$ cat src/pkg/ppbg_pkg.sv
package ppbg_pkg;
   typedef enum logic [2:0]
   {
      PPBG_NOP = 3'h0,
      PPBG_MRS = 3'h1,
      PPBG_WR = 3'h2,
      PPBG_RD = 3'h3
   } ppbg_cmd_t;

   // mode register indices carried on {bank_group_field[0], bank}
   localparam logic [2:0] MR0_IDX = 3'h0;
   localparam logic [2:0] MR2_IDX = 3'h2;
   localparam logic [2:0] MR3_IDX = 3'h3;
   localparam logic [2:0] MR4_IDX = 3'h4;
   localparam int WRITE_PREAMBLE_SELECT = 12;
   localparam int READ_PREAMBLE_SELECT = 11;
   localparam int PREAMBLE_TRAINING_ENABLE = 10;
   localparam int WRITE_RECOVERY_LSB = 9;
   localparam int WRITE_LATENCY_LSB = 3;
   localparam int MPR_MODE_BIT = 2;
   localparam int MPR_PAGE_LSB = 0;

   localparam logic [4:0] READ_LATENCY = 5'h0b;
   localparam logic [5:0] SDO_NCK = 6'h08;
   localparam int BURST_CYC = 4;
   localparam logic ORG_X16 = 1'b0;
   localparam logic [31:0] MPR_PAGE0 = 32'h000f3355;

   localparam int SPEED_BIN = 3200;
   localparam int PRE2_MIN_BIN = 2400;
   localparam int PCLK_PS = 10000;
   localparam int CK_PS = 2 * PCLK_PS;
   localparam int CCD_MIN_NCK = 4;
   localparam int T_CCD_S_PS = 5000;
   localparam int T_CCD_L_PS = 6250;
   localparam int CCD_S_CYC = (T_CCD_S_PS + CK_PS - 1) / CK_PS;
   localparam int CCD_L_CYC = (T_CCD_L_PS + CK_PS - 1) / CK_PS;
   localparam logic [3:0] CCD_S_NCK =
      4'(CCD_S_CYC > CCD_MIN_NCK ? CCD_S_CYC : CCD_MIN_NCK);
   localparam logic [3:0] CCD_L_NCK =
      4'(CCD_L_CYC > CCD_MIN_NCK ? CCD_L_CYC : CCD_MIN_NCK);
   localparam logic [3:0] GAP_FORBID_PRE = 4'h5;
   localparam logic [3:0] GAP_FORBID_CRC = 4'h6;

   localparam logic [7:0] CTRL_OFS = 8'h00;
   localparam logic [7:0] CMD_OFS = 8'h04;
   localparam logic [7:0] STAT_OFS = 8'h08;
   localparam logic [7:0] WD0_OFS = 8'h0c;
   localparam logic [7:0] WD1_OFS = 8'h10;
   localparam logic [7:0] RD0_OFS = 8'h14;
   localparam logic [7:0] RD1_OFS = 8'h18;
   localparam int CTL_WPRE = 0;
   localparam int CTL_RPRE = 1;
   localparam int CTL_ALT = 2;
   localparam int CTL_WLF = 3;
   localparam int CTL_WREC = 6;
   localparam int CTL_CRC = 9;
   localparam int CTL_MPR = 10;
   localparam int CTL_PAGE = 11;
   localparam int CTL_TRAIN = 13;
   localparam logic [13:0] CTRL_RST = 14'h0000;
   localparam logic [2:0] OP_WR = 3'h0;
   localparam logic [2:0] OP_RD = 3'h1;
   localparam logic [2:0] OP_MR0 = 3'h2;
   localparam logic [2:0] OP_MR2 = 3'h3;
   localparam logic [2:0] OP_MR3 = 3'h4;
   localparam logic [2:0] OP_MR4 = 3'h5;

   function automatic logic [4:0] cwl_decode(input logic [2:0] f);
      logic [4:0] r;
      r = 5'h09;
      unique case (f)
         3'h0: r = 5'h09;
         3'h1: r = 5'h0a;
         3'h2: r = 5'h0b;
         3'h3: r = 5'h0c;
         3'h4: r = 5'h0e;
         3'h5: r = 5'h10;
         3'h6: r = 5'h12;
         3'h7: r = 5'h14;
      endcase
      return r;
   endfunction
endpackage

$ cat src/pkg/ppbg_if.sv
`timescale 1ns/1ps
interface ppbg_if;
   logic ck;
   ppbg_pkg::ppbg_cmd_t cmd;
   logic [1:0] bank_group_field;
   logic [1:0] ba;
   logic [13:0] addr;
   logic c_dqs_t;
   logic c_dqs_c;
   logic c_dqs_oe;
   logic [15:0] c_dq;
   logic c_dq_oe;
   logic d_dqs_t;
   logic d_dqs_c;
   logic d_dqs_oe;
   logic [15:0] d_dq;
   logic d_dq_oe;
   modport ctl (output ck, cmd, bank_group_field, ba, addr, c_dqs_t,
      c_dqs_c, c_dqs_oe, c_dq, c_dq_oe,
      input d_dqs_t, d_dqs_c, d_dqs_oe, d_dq, d_dq_oe);
   modport dev (input ck, cmd, bank_group_field, ba, addr, c_dqs_t,
      c_dqs_c, c_dqs_oe, c_dq, c_dq_oe,
      output d_dqs_t, d_dqs_c, d_dqs_oe, d_dq, d_dq_oe);
endinterface

$ cat src/rtl/ppbg_ctl.sv
`timescale 1ns/1ps
// Functional notes
// RQ1: primary latency plus 2-clock write preamble adds one
// RQ2: latency per speed bin; 2-clock needs 2400+
// RQ3: write recovery one clock higher in 2-clock mode
// RQ4: writes keep short and long column spacing
// RQ5: no 5-clock column gap with 2-clock write preamble; code allows a 5-clock gap when CTL_CRC is set
// RQ6: write preamble select: 0 one clock, 1 two
// RQ7: read preamble select: 0 one clock, 1 two
// RQ8: no 5-clock column gap with 2-clock read preamble
// RQ9: no 6-clock gap with 2-clock write and checksum
// RQ10: training only in multipurpose register access mode
// RQ11: training bit set enters, cleared leaves
// RQ12: after output delay strobes valid, data held high
// RQ13: strobes parked until page-zero read, then toggle
// RQ14: write burst ends with half-clock postamble
// RQ15: read burst ends with half-clock postamble
// RQ16: x8 four groups, x16 two, four banks each
// RQ17: other group short spacing, same group long
// RQ18: clock count or time, whichever longer
// RQ19: 2-clock write preamble starts strobe one earlier
module ppbg_ctl
(
   input wire logic pclk,
   input wire logic presetn,
   input wire logic psel,
   input wire logic penable,
   input wire logic pwrite,
   input wire logic [7:0] paddr,
   input wire logic [31:0] pwdata,
   output logic [31:0] prdata,
   output logic pready,
   output logic pslverr,
   ppbg_if.ctl bus
);
   typedef enum logic [1:0]
   {
      PPBG_IDLE = 2'b00,
      PPBG_WAIT = 2'b01,
      PPBG_XFER = 2'b11
   } ppbg_st_t;

   typedef struct packed {
      logic ck;
      logic pready;
      logic pslverr;
      logic [31:0] prdata;
      logic [13:0] ctrl;
      logic [63:0] wd;
      logic [63:0] rd;
      logic refused;
      logic pend;
      logic [2:0] op;
      logic [1:0] pbg;
      logic [1:0] pba;
      ppbg_st_t st;
      logic [5:0] n;
      logic [3:0] gap;
      logic [1:0] last_bg;
      logic mpr_live;
      logic train_live;
      logic wpre_live;
      logic rpre_live;
      logic [2:0] wlf;
      ppbg_pkg::ppbg_cmd_t cmd;
      logic [1:0] bg;
      logic [1:0] ba;
      logic [13:0] addr;
      logic dqs_t;
      logic dqs_c;
      logic dqs_oe;
      logic [15:0] dq;
      logic dq_oe;
   } ppbg_ctl_t;

   ppbg_ctl_t s_q;
   ppbg_ctl_t s_d;

   function automatic logic addr_ok(input logic [7:0] a);
      return a == ppbg_pkg::CTRL_OFS || a == ppbg_pkg::CMD_OFS ||
         a == ppbg_pkg::STAT_OFS || a == ppbg_pkg::WD0_OFS ||
         a == ppbg_pkg::WD1_OFS || a == ppbg_pkg::RD0_OFS ||
         a == ppbg_pkg::RD1_OFS;
   endfunction

   always_comb
   begin
      logic pre2_ok;
      logic wpre;
      logic rpre;
      logic [3:0] need;
      logic gap_ok;
      logic [2:0] wlf;
      logic [6:0] rel;
      logic [4:0] lat;
      logic busy;
      pre2_ok = ppbg_pkg::SPEED_BIN >= ppbg_pkg::PRE2_MIN_BIN; // RQ2
      wpre = s_q.ctrl[ppbg_pkg::CTL_WPRE] & pre2_ok; // RQ2
      rpre = s_q.ctrl[ppbg_pkg::CTL_RPRE] & pre2_ok;
      wlf = s_q.ctrl[ppbg_pkg::CTL_WLF +: 3];
      busy = s_q.pend | (s_q.st != PPBG_IDLE);
      need = (s_q.pbg == s_q.last_bg) ? ppbg_pkg::CCD_L_NCK
         : ppbg_pkg::CCD_S_NCK; // RQ4 RQ17 RQ18
      gap_ok = s_q.gap >= need &&
         !((s_q.wpre_live && !s_q.ctrl[ppbg_pkg::CTL_CRC] ||
            s_q.rpre_live) && s_q.gap == ppbg_pkg::GAP_FORBID_PRE) &&
         !(s_q.wpre_live && s_q.ctrl[ppbg_pkg::CTL_CRC] &&
            s_q.gap == ppbg_pkg::GAP_FORBID_CRC); // RQ5 RQ8 RQ9
      lat = (s_q.op == ppbg_pkg::OP_WR) ? ppbg_pkg::cwl_decode(s_q.wlf)
         : ppbg_pkg::READ_LATENCY;
      // beat b driven at the fall just before device rise latency+1+b
      rel = {1'b0, s_q.n} - {2'h0, lat};
      s_d = s_q;
      s_d.ck = ~s_q.ck;
      s_d.pready = 1'b0;
      if (psel && !penable)
      begin
         s_d.pready = 1'b1;
         s_d.pslverr = !addr_ok(paddr);
         unique case (paddr)
            ppbg_pkg::CTRL_OFS: s_d.prdata = {18'h0, s_q.ctrl};
            ppbg_pkg::STAT_OFS:
               s_d.prdata = {29'h0, s_q.train_live, s_q.refused, busy};
            ppbg_pkg::WD0_OFS: s_d.prdata = s_q.wd[31:0];
            ppbg_pkg::WD1_OFS: s_d.prdata = s_q.wd[63:32];
            ppbg_pkg::RD0_OFS: s_d.prdata = s_q.rd[31:0];
            ppbg_pkg::RD1_OFS: s_d.prdata = s_q.rd[63:32];
            default: s_d.prdata = 32'h0;
         endcase
      end
      if (psel && penable && s_q.pready && pwrite)
      begin
         unique case (paddr)
            ppbg_pkg::CTRL_OFS: s_d.ctrl = pwdata[13:0];
            ppbg_pkg::WD0_OFS: s_d.wd[31:0] = pwdata;
            ppbg_pkg::WD1_OFS: s_d.wd[63:32] = pwdata;
            ppbg_pkg::STAT_OFS:
               if (pwdata[1])
                  s_d.refused = 1'b0;
            ppbg_pkg::CMD_OFS:
               if (!busy)
               begin
                  s_d.pend = 1'b1;
                  s_d.op = pwdata[2:0];
                  s_d.pbg = pwdata[4:3];
                  s_d.pba = pwdata[6:5];
               end
            default: ;
         endcase
      end
      // a command that cannot be taken sets the flag; set beats clear
      if (psel && penable && s_q.pready && pwrite && busy &&
         paddr == ppbg_pkg::CMD_OFS)
         s_d.refused = 1'b1;
      // link work happens as the link clock falls
      if (s_q.ck)
      begin
         s_d.cmd = ppbg_pkg::PPBG_NOP;
         if (s_q.gap != 4'hf)
            s_d.gap = s_q.gap + 4'h1;
         unique case (s_q.st)
            PPBG_IDLE:
               if (s_q.pend)
                  s_d.st = PPBG_WAIT;
            PPBG_WAIT:
            begin
               s_d.pend = 1'b0;
               s_d.st = PPBG_IDLE;
               s_d.addr = 14'h0;
               s_d.bg = 2'h0;
               unique case (s_q.op)
                  ppbg_pkg::OP_WR, ppbg_pkg::OP_RD:
                  begin
                     s_d.pend = !gap_ok;
                     s_d.st = gap_ok ? PPBG_XFER : PPBG_WAIT;
                     if (gap_ok)
                     begin
                        s_d.cmd = (s_q.op == ppbg_pkg::OP_WR) ?
                           ppbg_pkg::PPBG_WR : ppbg_pkg::PPBG_RD;
                        s_d.bg = ppbg_pkg::ORG_X16 ? {1'b0, s_q.pbg[0]}
                           : s_q.pbg; // RQ16
                        s_d.ba = s_q.pba;
                        s_d.last_bg = s_q.pbg;
                        s_d.gap = 4'h1;
                        s_d.n = 6'h00;
                     end
                  end
                  ppbg_pkg::OP_MR0:
                  begin
                     s_d.cmd = ppbg_pkg::PPBG_MRS;
                     s_d.ba = ppbg_pkg::MR0_IDX[1:0];
                     s_d.addr[ppbg_pkg::WRITE_RECOVERY_LSB +: 3] =
                        s_q.ctrl[ppbg_pkg::CTL_WREC +: 3] +
                        {2'h0, wpre}; // RQ3
                  end
                  ppbg_pkg::OP_MR2:
                  begin
                     // saturating: the top code has no room for the extra clock
                     if (wpre && !s_q.ctrl[ppbg_pkg::CTL_ALT] && wlf != 3'h7)
                        wlf = wlf + 3'h1; // RQ1
                     s_d.cmd = ppbg_pkg::PPBG_MRS;
                     s_d.ba = ppbg_pkg::MR2_IDX[1:0];
                     s_d.addr[ppbg_pkg::WRITE_LATENCY_LSB +: 3] = wlf;
                     s_d.wlf = wlf;
                  end
                  ppbg_pkg::OP_MR3:
                  begin
                     s_d.cmd = ppbg_pkg::PPBG_MRS;
                     s_d.ba = ppbg_pkg::MR3_IDX[1:0];
                     s_d.addr[ppbg_pkg::MPR_MODE_BIT] =
                        s_q.ctrl[ppbg_pkg::CTL_MPR];
                     s_d.addr[ppbg_pkg::MPR_PAGE_LSB +: 2] =
                        s_q.ctrl[ppbg_pkg::CTL_PAGE +: 2];
                     s_d.mpr_live = s_q.ctrl[ppbg_pkg::CTL_MPR];
                     s_d.train_live = s_q.train_live &
                        s_q.ctrl[ppbg_pkg::CTL_MPR];
                  end
                  ppbg_pkg::OP_MR4:
                  begin
                     s_d.cmd = ppbg_pkg::PPBG_MRS;
                     s_d.bg = {1'b0, ppbg_pkg::MR4_IDX[2]};
                     s_d.ba = ppbg_pkg::MR4_IDX[1:0];
                     s_d.addr[ppbg_pkg::WRITE_PREAMBLE_SELECT] = wpre; // RQ6
                     s_d.addr[ppbg_pkg::READ_PREAMBLE_SELECT] = rpre; // RQ7
                     s_d.addr[ppbg_pkg::PREAMBLE_TRAINING_ENABLE] =
                        s_q.ctrl[ppbg_pkg::CTL_TRAIN] & s_q.mpr_live; // RQ10 RQ11
                     if (s_q.ctrl[ppbg_pkg::CTL_TRAIN] && !s_q.mpr_live)
                        s_d.refused = 1'b1; // RQ10
                     s_d.wpre_live = wpre;
                     s_d.rpre_live = rpre;
                     s_d.train_live = s_q.ctrl[ppbg_pkg::CTL_TRAIN] &
                        s_q.mpr_live;
                  end
                  default: ;
               endcase
            end
            PPBG_XFER:
            begin
               s_d.n = s_q.n + 6'h01;
               s_d.dqs_oe = 1'b0;
               s_d.dq_oe = 1'b0;
               if (s_q.op == ppbg_pkg::OP_WR)
               begin
                  if ($signed(rel) < 0 &&
                     $signed(rel) >= (s_q.wpre_live ? -7'sd2 : -7'sd1))
                  begin
                     s_d.dqs_oe = 1'b1; // RQ19
                     s_d.dqs_t = 1'b0;
                     s_d.dqs_c = 1'b1;
                  end
                  else if ($signed(rel) >= 0 && rel < 7'h04)
                  begin
                     s_d.dqs_oe = 1'b1;
                     s_d.dqs_t = ~rel[0];
                     s_d.dqs_c = rel[0];
                     s_d.dq_oe = 1'b1;
                     s_d.dq = s_q.wd[16 * rel[1:0] +: 16];
                  end
                  else if (rel == 7'h04)
                  begin
                     s_d.dqs_oe = 1'b1; // RQ14
                     s_d.dqs_t = 1'b0;
                     s_d.dqs_c = 1'b1;
                  end
                  else if (rel == 7'h05)
                     s_d.st = PPBG_IDLE;
               end
               else
               begin
                  // device output is settled half a clock before this edge
                  if ($signed(rel) >= 0 && rel < 7'h04)
                     s_d.rd[16 * rel[1:0] +: 16] = bus.d_dq;
                  else if (rel == 7'h04)
                     s_d.st = PPBG_IDLE; // RQ15
               end
            end
            default: s_d.st = PPBG_IDLE;
         endcase
      end
   end

   always_ff @(posedge pclk or negedge presetn)
   begin
      if (!presetn)
      begin
         s_q <= '0;
         s_q.ctrl <= ppbg_pkg::CTRL_RST;
         s_q.gap <= 4'hf;
      end
      else
         s_q <= s_d;
   end

   assign prdata = s_q.prdata;
   assign pready = s_q.pready;
   assign pslverr = s_q.pslverr;
   assign bus.ck = s_q.ck;
   assign bus.cmd = s_q.cmd;
   assign bus.bank_group_field = s_q.bg;
   assign bus.ba = s_q.ba;
   assign bus.addr = s_q.addr;
   assign bus.c_dqs_t = s_q.dqs_t;
   assign bus.c_dqs_c = s_q.dqs_c;
   assign bus.c_dqs_oe = s_q.dqs_oe;
   assign bus.c_dq = s_q.dq;
   assign bus.c_dq_oe = s_q.dq_oe;
endmodule // ppbg_ctl

$ cat src/flat_wrapper.sv
// flat-port wrapper written by rule: the top's interface ports become plain ports
module ppbg_ctl_flat 
  (pclk, presetn, psel, penable, pwrite, paddr, pwdata, prdata, pready, pslverr, bus_ck, bus_cmd, bus_bank_group_field, bus_ba, bus_addr, bus_c_dqs_t, bus_c_dqs_c, bus_c_dqs_oe, bus_c_dq, bus_c_dq_oe, bus_d_dqs_t, bus_d_dqs_c, bus_d_dqs_oe, bus_d_dq, bus_d_dq_oe);
  ppbg_if bus_i ();
  input wire logic pclk;
  input wire logic presetn;
  input wire logic psel;
  input wire logic penable;
  input wire logic pwrite;
  input wire logic [7:0] paddr;
  input wire logic [31:0] pwdata;
  output logic [31:0] prdata;
  output logic pready;
  output logic pslverr;
  output wire logic [$bits(bus_i.ck)-1:0] bus_ck;
  output wire logic [$bits(bus_i.cmd)-1:0] bus_cmd;
  output wire logic [$bits(bus_i.bank_group_field)-1:0] bus_bank_group_field;
  output wire logic [$bits(bus_i.ba)-1:0] bus_ba;
  output wire logic [$bits(bus_i.addr)-1:0] bus_addr;
  output wire logic [$bits(bus_i.c_dqs_t)-1:0] bus_c_dqs_t;
  output wire logic [$bits(bus_i.c_dqs_c)-1:0] bus_c_dqs_c;
  output wire logic [$bits(bus_i.c_dqs_oe)-1:0] bus_c_dqs_oe;
  output wire logic [$bits(bus_i.c_dq)-1:0] bus_c_dq;
  output wire logic [$bits(bus_i.c_dq_oe)-1:0] bus_c_dq_oe;
  input wire logic [$bits(bus_i.d_dqs_t)-1:0] bus_d_dqs_t;
  input wire logic [$bits(bus_i.d_dqs_c)-1:0] bus_d_dqs_c;
  input wire logic [$bits(bus_i.d_dqs_oe)-1:0] bus_d_dqs_oe;
  input wire logic [$bits(bus_i.d_dq)-1:0] bus_d_dq;
  input wire logic [$bits(bus_i.d_dq_oe)-1:0] bus_d_dq_oe;
  assign bus_ck = bus_i.ck;
  assign bus_cmd = bus_i.cmd;
  assign bus_bank_group_field = bus_i.bank_group_field;
  assign bus_ba = bus_i.ba;
  assign bus_addr = bus_i.addr;
  assign bus_c_dqs_t = bus_i.c_dqs_t;
  assign bus_c_dqs_c = bus_i.c_dqs_c;
  assign bus_c_dqs_oe = bus_i.c_dqs_oe;
  assign bus_c_dq = bus_i.c_dq;
  assign bus_c_dq_oe = bus_i.c_dq_oe;
  assign bus_i.d_dqs_t = bus_d_dqs_t;
  assign bus_i.d_dqs_c = bus_d_dqs_c;
  assign bus_i.d_dqs_oe = bus_d_dqs_oe;
  assign bus_i.d_dq = bus_d_dq;
  assign bus_i.d_dq_oe = bus_d_dq_oe;
  ppbg_ctl u_core (.pclk(pclk), .presetn(presetn), .psel(psel), .penable(penable), .pwrite(pwrite), .paddr(paddr), .pwdata(pwdata), .prdata(prdata), .pready(pready), .pslverr(pslverr), .bus(bus_i));
endmodule
$ cat config.mk
export PLATFORM = sky130hd
export DESIGN_NAME = ppbg_ctl_flat
export DESIGN_NICKNAME = d
export VERILOG_FILES = /design/src/pkg/ppbg_pkg.sv /design/src/pkg/ppbg_if.sv /design/src/rtl/ppbg_ctl.sv /design/src/flat_wrapper.sv
export SDC_FILE = /design/constraint.sdc
export NUM_CORES = 1
export LEC_CHECK = 0
export BUFFER_PORTS_ARGS = -buffer_cell sky130_fd_sc_hd__buf_2
export CORE_UTILIZATION = 45
export CTS_CLUSTER_DIAMETER = 150
export DETAILED_ROUTE_END_ITERATION = 8
export GPL_TIMING_DRIVEN = 0
export SKIP_LAST_GASP = 1
export SYNTH_ARGS = -nofsm -noshare
export SYNTH_HDL_FRONTEND = slang
export SYNTH_SLANG_ARGS = --single-unit
$ cat constraint.sdc
create_clock -name pclk -period 6.9 [get_ports pclk]
set_input_delay 0.69 -clock pclk [delete_from_list [all_inputs] [get_ports pclk]]
set_output_delay 0.69 -clock pclk [all_outputs]
set_load 0.005 [all_outputs]
==> flow_summary.json <==
{
  "status": "complete, no violations",
  "areaGrowthSynthToFinish_pct": 17.08,
  "final_antenna_net_count": 0,
  "place.port_buffers": 130,
  "synthMuxAreaShare": 0.1663,
  "drive_above_1_share": 0.2915,
  "initialDrtViolationCount": 886,
  "irDropWorstVdd_mv": 0.1584,
  "crit_arrival_ns": 6.55,
  "root_buffer": "clkbuf_16",
  "rsz0062_at_grt": "no",
  "cts-htree-levels": 1,
  "ys_top_cells_by_area": "dfrtp_1 48%, mux2_2 6.8%, buf_4 4.2%, o21ai_0 4.1%, o31ai_1 3.9%",
  "grt_pass1_vias": 9136,
  "yosys_warnings": 0,
  "fillers": 2441,
  "r2r_slack_ns": 0.80,
  "grt_max_degree": 121,
  "grt_use_met1": 0.3833,
  "antenna_found_initial": 0,
  "slew_viol_final": 0,
  "synth_flop_cell": "dfrtp_1",
  "crit_type": "reg2reg",
  "min_period_ns": 6.100,
  "intPower_mw": 2.716,
  "io_pins": 141,
  "gr-usage-met2": 0.3918,
  "wirelength_um": 36050,
  "initial_utilization": 0.4578,
  "min_path_type": "in2reg",
  "ys_types": 58,
  "clkPwrFrac": 0.374,
  "synth_xor_area_frac": 0.005695,
  "tns_ns": 0,
  "netSwitchingFraction": 0.3213,
  "gr-usage-met3": 0.05672,
  "synth-seq-cells": 241,
  "synth_fa_ha_area_frac": 0.02196,
  "die_area_um2": 28010,
  "power.total_mw": 4.001,
  "dr.pass1.iters": 5,
  "synth_edf_count": 0,
  "tightest_slew_ns": 0.9369,
  "track_usage": 0.2609,
  "slew_headroom": 0.3741,
  "r2r_end": "u_core.s_q[129]$_DFFE_PN0P_",
  "synth.largest_area_cell": "dfrtp_1",
  "netlist_area_um2": 12300,
  "finalSetupViolCount": 0,
  "finalCritPeriodShare": 0.8841,
  "cts_tree": "yes",
  "grt_pass1_wl_um": 55670,
  "cts_sinks": 241,
  "power.share.combinational": 0.244,
  "crit_path_max_fanout": 10,
  "vias_per_cell": 5.724,
  "hold_end": "u_core.s_q[160]$_DFFE_PN0P_",
  "fmax_ghz": 0.1639,
  "top_usage_layer": "met2",
  "synth_compound_area_frac": 0.1477,
  "worstRegToRegCells": 14,
  "dp_hpwl_um": 26300,
  "grt-ovfl-total": 0,
  "clock_path_buffers": 3,
  "syn_inst": 1125,
  "wl_per_cell_um": 21.77,
  "num_rows": 60,
  "finClkSkew_ns": 0.02091,
  "finalHoldViolCount": 0,
  "seq_power_share": 0.381,
  "power_density_nw_per_um2": 277.8,
  "gp_congestion": 0.8844,
  "dr_total_vias": 9479,
  "cap_violations": 0,
  "cts_buffers": 28,
  "start_kind": "flip-flop",
  "p_leak_nw": 6.855,
  "nets": 1378,
  "required_ns": 7.35,
  "end_kind": "flip-flop",
  "ys_seq_area_frac": 0.4905,
  "r2r_start": "u_core.s_q[68]$_DFFE_PN0P_",
  "postSynthAreaPerCell_um2": 10.94,
  "clkTransAtPathRegs_ns": 0.06,
  "clk_latency_ns": 0.55,
  "core-area_um2": 26880,
  "synth_top_family_by_area": "multiplexers",
  "worstHoldStart": "pwdata[25]",
  "synthDominantCellAreaShare": 0.4820,
  "synthSimpleGateAreaFrac": 0.09081,
  "post_cts_resized": 0,
  "net-switching-power_mw": 1.286,
  "die_h_um": 167.4,
  "die_x_um": 167.4,
  "synthArstFlopShare": 1.000,
  "worstHoldPathCells": 2,
  "drc": 0
}
==> routing by layer <==
layer  vias up  wire, um
met5         -         0
met4         0       887
met3        47      2672
met2       359     15890
met1      4736     16600
li1       4337         -
==> how the worst max path moves through the flow <==
stage | from | slack, ns | end | cells past startpoint
after detailed placement | u_core.s_q[68]$_DFFE_PN0P_ | 0.86 | u_core.s_q[127]$_DFFE_PN0P_ | 14
final | u_core.s_q[68]$_DFFE_PN0P_ | 0.80 | u_core.s_q[129]$_DFFE_PN0P_ | 14
after global placement | presetn | 0.66 | u_core.bus.addr[5]$_DFFE_PN0P_ | 1
after global routing | u_core.s_q[68]$_DFFE_PN0P_ | 0.14 | u_core.s_q[124]$_DFFE_PN0P_ | 14
after CTS | u_core.s_q[68]$_DFFE_PN0P_ | 0.80 | u_core.s_q[129]$_DFFE_PN0P_ | 14
after floorplan | u_core.s_q[68]$_DFFE_PN0P_ | 2.38 | u_core.s_q[124]$_DFFE_PN0P_ | 14
==> synthesized netlist by cell type, types with 2 or more instances <==
library cell and number:
a2111oi_0 2, a21o_1 21, a21oi_1 24, a221o_1 2
a221oi_1 32, a22o_1 9, a31oi_1 3, and3_1 4
and4b_1 2, buf_1 4, buf_2 8, buf_4 69
buf_6 3, clkbuf_1 67, dfrtp_1 237, dfstp_2 4
ha_1 20, inv_1 23, mux2_2 74, mux2_4 30
mux2i_1 39, mux4_2 16, nand2_1 100, nand2b_1 6
nand3_1 36, nand3b_1 2, nand4_1 5, nor2_1 58
nor2b_1 7, nor3_1 12, nor3b_1 4, o211a_1 2
o211ai_1 2, o21ai_0 101, o2bb2ai_1 2, o31ai_1 64
or3_1 4, xnor2_1 5, xor2_1 3
==> stage by stage <==
step,area (um2),cells,util,hold slack [ns],setup slack [ns]
6_report,14410,1656,0.5360,0.3915,0.7998
5_1_grt,14400,1655,0.5359,0.3923,0.1394
4_1_cts,14400,1655,0.5359,0.3845,0.8023
3_5_place_dp,13460,1602,0.5009,0.4608,0.8595
3_3_place_gp,13400,1600,0.4985,0.4594,0.6629
2_1_floorplan,12320,1129,-,0.3944,2.382
==> power by group through the flow <==
stage | Combinational (mW) | Sequential [mW] | Clock (mW)
global placement | 0.947 | 1.55 | 0
CTS | 0.978 | 1.53 | 1.52
finish | 0.977 | 1.53 | 1.50
global route | 1.08 | 1.53 | 1.57
floorplan | 0.661 | 1.53 | 0
detailed placement | 0.966 | 1.55 | 0
==> cells by family after synthesis <==
kind of cell    Yosys count
compound gates          274
mux                     160
xor+xnor                  8
simple gates            246
fa+ha+maj                21
buf+inv                 174
other cells               1
flops                   241
==> final cells by class <==
class | instances | area, um2 | share of cell area
plain buffers | 151 | 858.3 | 0.05958
inverters | 23 | 86.33 | 0.005993
multi-input cells | 714 | 5339 | 0.3706
flip-flops and latches | 241 | 6036 | 0.4190
well taps | 341 | 426.7 | 0.02962
diodes | 1 | 2.502 | 0.0001737
repair buffers | 133 | 725.7 | 0.05037
clock inverters | 8 | 90.09 | 0.006253
clock buffers | 44 | 842.1 | 0.05845
==> flip-flops by register name, summed over array words and instances (netlist names) <==
| register | cells |
|---|---|
| u_core.s_q | 170 |
| u_core.prdata | 32 |
| u_core.bus.bank_group_field | 2 |
| u_core.bus.ck | 1 |
| u_core.pready | 1 |
| u_core.bus.addr | 10 |
| u_core.bus.c_dq | 16 |
| u_core.bus.c_dqs_c | 1 |
| u_core.bus.c_dq_oe | 1 |
| u_core.bus.c_dqs_t | 1 |
| u_core.bus.c_dqs_oe | 1 |
| u_core.pslverr | 1 |
| u_core.bus.cmd | 2 |
| u_core.bus.ba | 2 |
==> placed cells by master (no fill, tap or decap), drive strengths merged, types with 5 or more instances in the layout <==
master,count
a21o,21
a21oi,24
a221oi,32
a22o,9
buf,216
clkbuf,111
clkinv,6
conb,5
dfrtp,237
ha,20
inv,23
mux2,105
mux2i,39
mux4,16
nand2,100
nand2b,6
nand3,36
nand4,5
nor2,58
nor2b,7
nor3,12
o21ai,101
o31ai,64
xnor2,5
==> critical path, cell delays in order (launching register included) <==
cell and delay (ns):
dfrtp_1 0.35, clkbuf_1 0.19, nor3_1 0.63, o21ai_0 0.23, ha_1 0.26, fa_1 0.54, clkbuf_1 0.60, clkbuf_1 0.74
inv_1 0.16, ha_1 0.32, clkbuf_1 0.41, nor3b_1 0.82, clkbuf_1 0.44, nand2_1 0.10, o31ai_1 0.23
==> timing repair <==
item | in CTS | in global routing
buffers inserted | 0 | 0
hold endpoints to repair | 20 | 0
hold buffers | 1 | 0
Note: power is estimated with default switching activity, not from simulation.
